## config.mk

```make
export PLATFORM = sky130hd
export DESIGN_NAME = adcc_top
export DESIGN_NICKNAME = d
export VERILOG_FILES = /design/src/include/adcc_pkg.sv /design/src/verilog/adcc_top.sv
export SDC_FILE = /design/constraint.sdc
export NUM_CORES = 1
export LEC_CHECK = 0
export BUFFER_PORTS_ARGS = -buffer_cell sky130_fd_sc_hd__buf_4
export CORE_UTILIZATION = 50
export DETAILED_ROUTE_END_ITERATION = 8
export PLACE_DENSITY = 0.7
export SYNTH_ARGS = -nofsm -noshare
export SYNTH_HDL_FRONTEND = slang
export SYNTH_SLANG_ARGS = --single-unit
```

## constraint.sdc

```tcl
create_clock -name sys_clk_i -period 6 [get_ports sys_clk_i]
set_input_delay 1.5 -clock sys_clk_i [delete_from_list [all_inputs] [get_ports sys_clk_i]]
set_output_delay 1.5 -clock sys_clk_i [all_outputs]
set_load 0.05 [all_outputs]
```

## src/include/adcc_pkg.sv

```systemverilog
package adcc_pkg;
   // byte offsets within the converter's window
   localparam logic [3:0] ADDR_RES_A_HI = 4'h0;
   localparam logic [3:0] ADDR_CTRL_STAT = 4'h8;
   localparam logic [3:0] ADDR_TRIG_CTRL = 4'h9;
   localparam logic [7:0] CSR_RESET = 8'h00;
   localparam logic [7:0] TRG_RESET = 8'h7f;
   localparam logic [6:0] TRG_RSVD_ONES = 7'h7f;
   // field positions of the control/status and trigger control registers
   localparam int DONE_BIT = 7;
   localparam int IRQEN_BIT = 6;
   localparam int RUN_BIT = 5;
   localparam int SCAN_BIT = 4;
   localparam int SPEED_BIT = 3;
   localparam int TRGEN_BIT = 7;
   // conversion lengths in states (one state is one clock)
   localparam logic [8:0] CONV_SLOW = 9'h10a; // 266
   localparam logic [8:0] CONV_FAST = 9'h086; // 134
   typedef enum logic [1:0] {
      ST_IDLE = 2'b01,
      ST_CONV = 2'b10
   } adcc_state_t;
endpackage

```

## src/verilog/adcc_top.sv

```systemverilog
`timescale 1ns/100ps
`default_nettype none
module adcc_top (
   input wire logic sys_clk_i,
   input wire logic rstn_i,
   input wire logic [3:0] bus_addr_i,
   input wire logic bus_rd_i,
   input wire logic bus_wr_i,
   input wire logic bus_word_i,
   input wire logic [7:0] bus_wdata_i,
   output logic [15:0] bus_rdata_o,
   input wire logic dma_armed_i,
   input wire logic timer_trig_i,
   input wire logic [9:0] conv_value_i,
   output logic [2:0] conv_channel_o,
   output logic conv_busy_o,
   output logic conversion_done_irq_o
);
   import adcc_pkg::*;

   typedef struct packed {
      adcc_state_t st;
      logic [7:0] csr;
      logic trg_en;
      logic done_seen;
      logic [1:0] cur;
      logic [8:0] cnt;
      logic [7:0] temp;
      logic [3:0][9:0] res;
      logic [15:0] rdata;
   } adcc_regs_t;

   adcc_regs_t r_q, r_d;
   logic wr_csr, rd_csr, set_done, last_ch, rd_conv;
   logic [1:0] code;
   logic [8:0] conv_len;

   assign code = r_q.csr[1:0];
   assign conv_len = r_q.csr[SPEED_BIT] ? CONV_FAST : CONV_SLOW;
   assign wr_csr = bus_wr_i && bus_addr_i == ADDR_CTRL_STAT;
   assign rd_csr = bus_rd_i && bus_addr_i == ADDR_CTRL_STAT;
   assign rd_conv = (bus_rd_i || bus_wr_i) && bus_addr_i <= ADDR_TRIG_CTRL;
   assign last_ch = r_q.cur == code;

   // next state: bus effects, sequencer and done flag
   always_comb begin
      r_d = r_q;
      set_done = 1'b0;
      // register reads; upper-byte read loads the lower-byte latch
      if (bus_rd_i) begin
         r_d.rdata = 16'h0000;
         if (bus_addr_i < ADDR_CTRL_STAT) begin
            if (!bus_addr_i[0]) begin
               r_d.rdata[7:0] = r_q.res[bus_addr_i[2:1]][9:2];
               r_d.temp = {r_q.res[bus_addr_i[2:1]][1:0], 6'h00};
               if (bus_word_i) begin
                  r_d.rdata = {r_q.res[bus_addr_i[2:1]], 6'h00};
               end
            end else begin
               r_d.rdata[7:0] = r_q.temp;
            end
         end else if (bus_addr_i == ADDR_CTRL_STAT) begin
            r_d.rdata[7:0] = r_q.csr;
            if (bus_word_i) begin
               r_d.rdata = {r_q.csr, r_q.trg_en, TRG_RSVD_ONES};
            end
         end else if (bus_addr_i == ADDR_TRIG_CTRL) begin
            r_d.rdata[7:0] = {r_q.trg_en, TRG_RSVD_ONES};
         end
      end
      if (rd_csr && r_q.csr[DONE_BIT]) begin
         r_d.done_seen = 1'b1;
      end
      // control writes; a csr write clears the done bit only after it was seen, a dma access clears it at once
      if (wr_csr) begin
         r_d.csr[6:0] = bus_wdata_i[6:0];
         if (!bus_wdata_i[DONE_BIT] && r_q.done_seen) begin
            r_d.csr[DONE_BIT] = 1'b0;
            r_d.done_seen = 1'b0;
         end
      end
      if (bus_wr_i && bus_addr_i == ADDR_TRIG_CTRL) begin
         r_d.trg_en = bus_wdata_i[TRGEN_BIT];
      end
      if (dma_armed_i && rd_conv) begin
         r_d.csr[DONE_BIT] = 1'b0;
         r_d.done_seen = 1'b0;
      end
      if (timer_trig_i && r_q.trg_en) begin
         r_d.csr[RUN_BIT] = 1'b1;
      end
      // sequencer
      unique case (r_q.st)
         ST_IDLE: begin
            if (r_q.csr[RUN_BIT]) begin
               r_d.st = ST_CONV;
               r_d.cnt = 9'h001;
               // scan restarts from the group's first input
               r_d.cur = r_q.csr[SCAN_BIT] ? 2'b00 : code;
            end
         end
         ST_CONV: begin
            if (!r_d.csr[RUN_BIT]) begin
               r_d.st = ST_IDLE;
            end else if (r_q.cnt == conv_len) begin
               r_d.res[r_q.cur] = conv_value_i;
               r_d.cnt = 9'h001;
               if (!r_q.csr[SCAN_BIT]) begin
                  set_done = 1'b1;
                  r_d.csr[RUN_BIT] = 1'b0;
                  r_d.st = ST_IDLE;
               end else if (last_ch) begin
                  set_done = 1'b1;
                  r_d.cur = 2'b00;
               end else begin
                  r_d.cur = r_q.cur + 2'b01;
               end
            end else begin
               r_d.cnt = r_q.cnt + 9'h001;
            end
         end
      endcase
      if (set_done) begin
         r_d.csr[DONE_BIT] = 1'b1;
      end
   end

   // one register for the whole state
   always_ff @(posedge sys_clk_i) begin
      if (!rstn_i) begin
         r_q <= '0;
         r_q.st <= ST_IDLE;
         r_q.csr <= CSR_RESET;
         r_q.trg_en <= TRG_RESET[TRGEN_BIT];
      end else begin
         r_q <= r_d;
      end
   end

   assign bus_rdata_o = r_q.rdata;
   assign conv_channel_o = {r_q.csr[2], r_q.cur};
   assign conv_busy_o = r_q.st == ST_CONV;
   assign conversion_done_irq_o = r_q.csr[DONE_BIT] && r_q.csr[IRQEN_BIT];
endmodule
`default_nettype wire
```

==> results.tsv <==
metric	value	unit
stdcell_count	564	
hold_class	flip-flop to flip-flop	
seq_area_frac_synth	40.65	%
seqCellArea	1622	sq um
clkSinkCount	81	
io_pins	50	
placed_cells	548	
synth-async-reset-ratio	0	%
dp_hpwl	6035	um
grt_setup_unrepaired	false	
synth_top_area_share	40.65	%
area_delta_synth_final	11.36	%
grt_pass1_vias	3029	
start_util	51.62	%
routabilityCongestion	0.7963	
viasPerCell	5.601	
crit_path_start_kind	input pin	
grt_pass1_wl	14700	um
dr_wl_met3	426	um
grt_max_degree	76	
antenna_left	0	
routed.top_layer	met4	
maxSlewViolCount	0	
yosys_warnings	0	
nNetsFinal	492	
synth_edf_count	0	
worst-setup-path-type	input pin to flip-flop	
syn-cell-area	3989	sq um
setup_tns	0	ns
clk_pin_slew	0.09	ns
fp.dieH	91.32	um
portBuffers	49	
cts_hold_buf	0	
gr-total-overflow	0	
fillers	684	
cts_buffers	9	
drc_errors	0	
wl_met1	4140	um
drive_gt1_share	17.32	%
yosys_register_bits	81	
finalHoldViolations	0	
cts_resized	0	
clkLatencyLatePin	0.36	ns
clock_tree.root_cell	clkbuf_8	
core	7727	sq um
routedWlPerCell	15.43	um
worstMarginPinSlew	0.9583	ns
synth.avg_cell_area	9.024	sq um
critical_path_arrival	3.89	ns
ys_types	47	
cts_tree	done	
multiInputGateArea	2036	sq um
min_period	3.652	ns
design_area	4442	sq um
cts_setup_buffers	0	
pre_cts_ws	2.023	ns
synth.top_cells.by_area	dfxtp_1 41%, mux2i_1 11%, nand2_1 7.4%	
clockBufferDepth	2	
skew	0.01377	ns
layout_setup_ws	2.348	ns
dr.pass1.iters	5	
power_per_cell_area	259.1	nW/um^2
synth_ff_type	dfxtp_1	
p_leak	0.001690	uW
first_iter_violations	137	
relSlewSlack	35.73	%
rows	32	
fin_crit_sh	60.86	%
dieWidth	91.32	um
ir_drop	0.1306	mV
path_max_fanout	26	
worst_setup_path_end_kind	flip-flop	
timing.fmax	0.2738	GHz
synth_nets	477	
status	finished, final reports clean	
die-area	8338	sq um
antenna_found_initial	0	
setup_viol	0	
post_dp_cell_area	4213	sq um
p_total	1151	uW
maxCapViolCount	0	
antenna_cells	0	
ctsHtreeMaxLevel	3	
wl_met2	4014	um
vias	3159	
worstPathRequired	6.24	ns
synth_largest_area_cell	dfxtp_1	
netlist_instances	442	
totalWireLength	8700	um
grtUsageTotal	22.30	%
-- final timing paths --
kind	from	to	slack, ns	depth (start not counted)
max	bus_addr_i[1]	conv_channel_o[0]	2.35	6
max reg2reg	r_q[66]	r_q[46]	3.52	5
min	r_q[45]	r_q[45]	0.46	2
min reg2reg	r_q[45]	r_q[45]	0.46	2
-- power by group --
group / total [uW] / switching [uW] / leakage, uW / internal [uW]
logic: 134 / 88.0 / 0.000922 / 45.9
registers: 559 / 11.2 / 0.000655 / 548
clock network: 458 / 216 / 0.000113 / 242
-- layout by cell type, fill, tap and decap left out, drive strengths merged, types with 4 or more instances in the layout --
cell type and n:
clkbuf 9, nand3 15, and2 16, nand2 79, buf 49, nor3 4, o21ai 21, inv 20
mux4 10, nor2 11, dfxtp 81, a21oi 22, nor2b 4, mux2i 46, o22ai 11, a31oi 10
ha 6, and3 6, or3 5
-- cells by family after synthesis --
kind of cell	after synthesis	synth area share, %
xor gates and xnor gates	2	0.4392
muxes	56	17.28
adders and majority gates	6	1.882
and+or+nand+nor	153	18.57
AOI/OAI and AO/OA	83	12.86
DFF	81	40.65
buffers and inverters	61	8.312
-- metrics by stage --
stage	utilization (%)	hold slack, ns
2_1_floorplan	-	0.4315
3_3_place_gp	54.52	0.4385
3_5_place_dp	54.52	0.4466
4_1_cts	57.48	0.4650
5_1_grt	57.48	0.4786
6_report	57.48	0.4601
-- synthesized netlist by cell type (10+ instances only) --
| master | number |
|---|---|
| and2_1 | 16 |
| o21ai_0 | 19 |
| nand3_1 | 15 |
| clkbuf_1 | 18 |
| nor2_1 | 11 |
| a21oi_1 | 22 |
| nand2_1 | 79 |
| inv_1 | 16 |
| dfxtp_1 | 81 |
| mux2i_1 | 45 |
| buf_4 | 20 |
| o22ai_1 | 11 |
| mux4_2 | 10 |
| a31oi_1 | 10 |
-- routing by layer --
metal | vias to the layer above | track usage [%]
li1 | 1563 | -
met1 | 1497 | 30.99
met2 | 89 | 34.91
met3 | 10 | 3.434
met4 | 0 | 8.466
met5 | - | 0
-- flip-flops by register name (all words and copies together) (netlist names) --
register,flops
bus_rdata_o,16
r_q,60
conv_channel_o,3
code,2
-- critical path, cell delays in order --
cell and delay (ns):
buf_4 0.20, nor3b_4 0.74, a21boi_2 0.15, o31ai_2 0.87
o21ai_0 0.24, o311a_1 0.17
-- cell type report --
| class | instances | share of cell area, % |
|---|---|---|
| Multi-Input combinational cell | 300 | 45.83 |
| Clock buffer | 9 | 2.789 |
| Tap cell | 102 | 2.873 |
| Clock inverter | 7 | 2.366 |
| Timing Repair Buffer | 49 | 8.282 |
| Sequential cell | 81 | 36.51 |
| Inverter | 16 | 1.352 |
(Power assumes the default switching activity.)
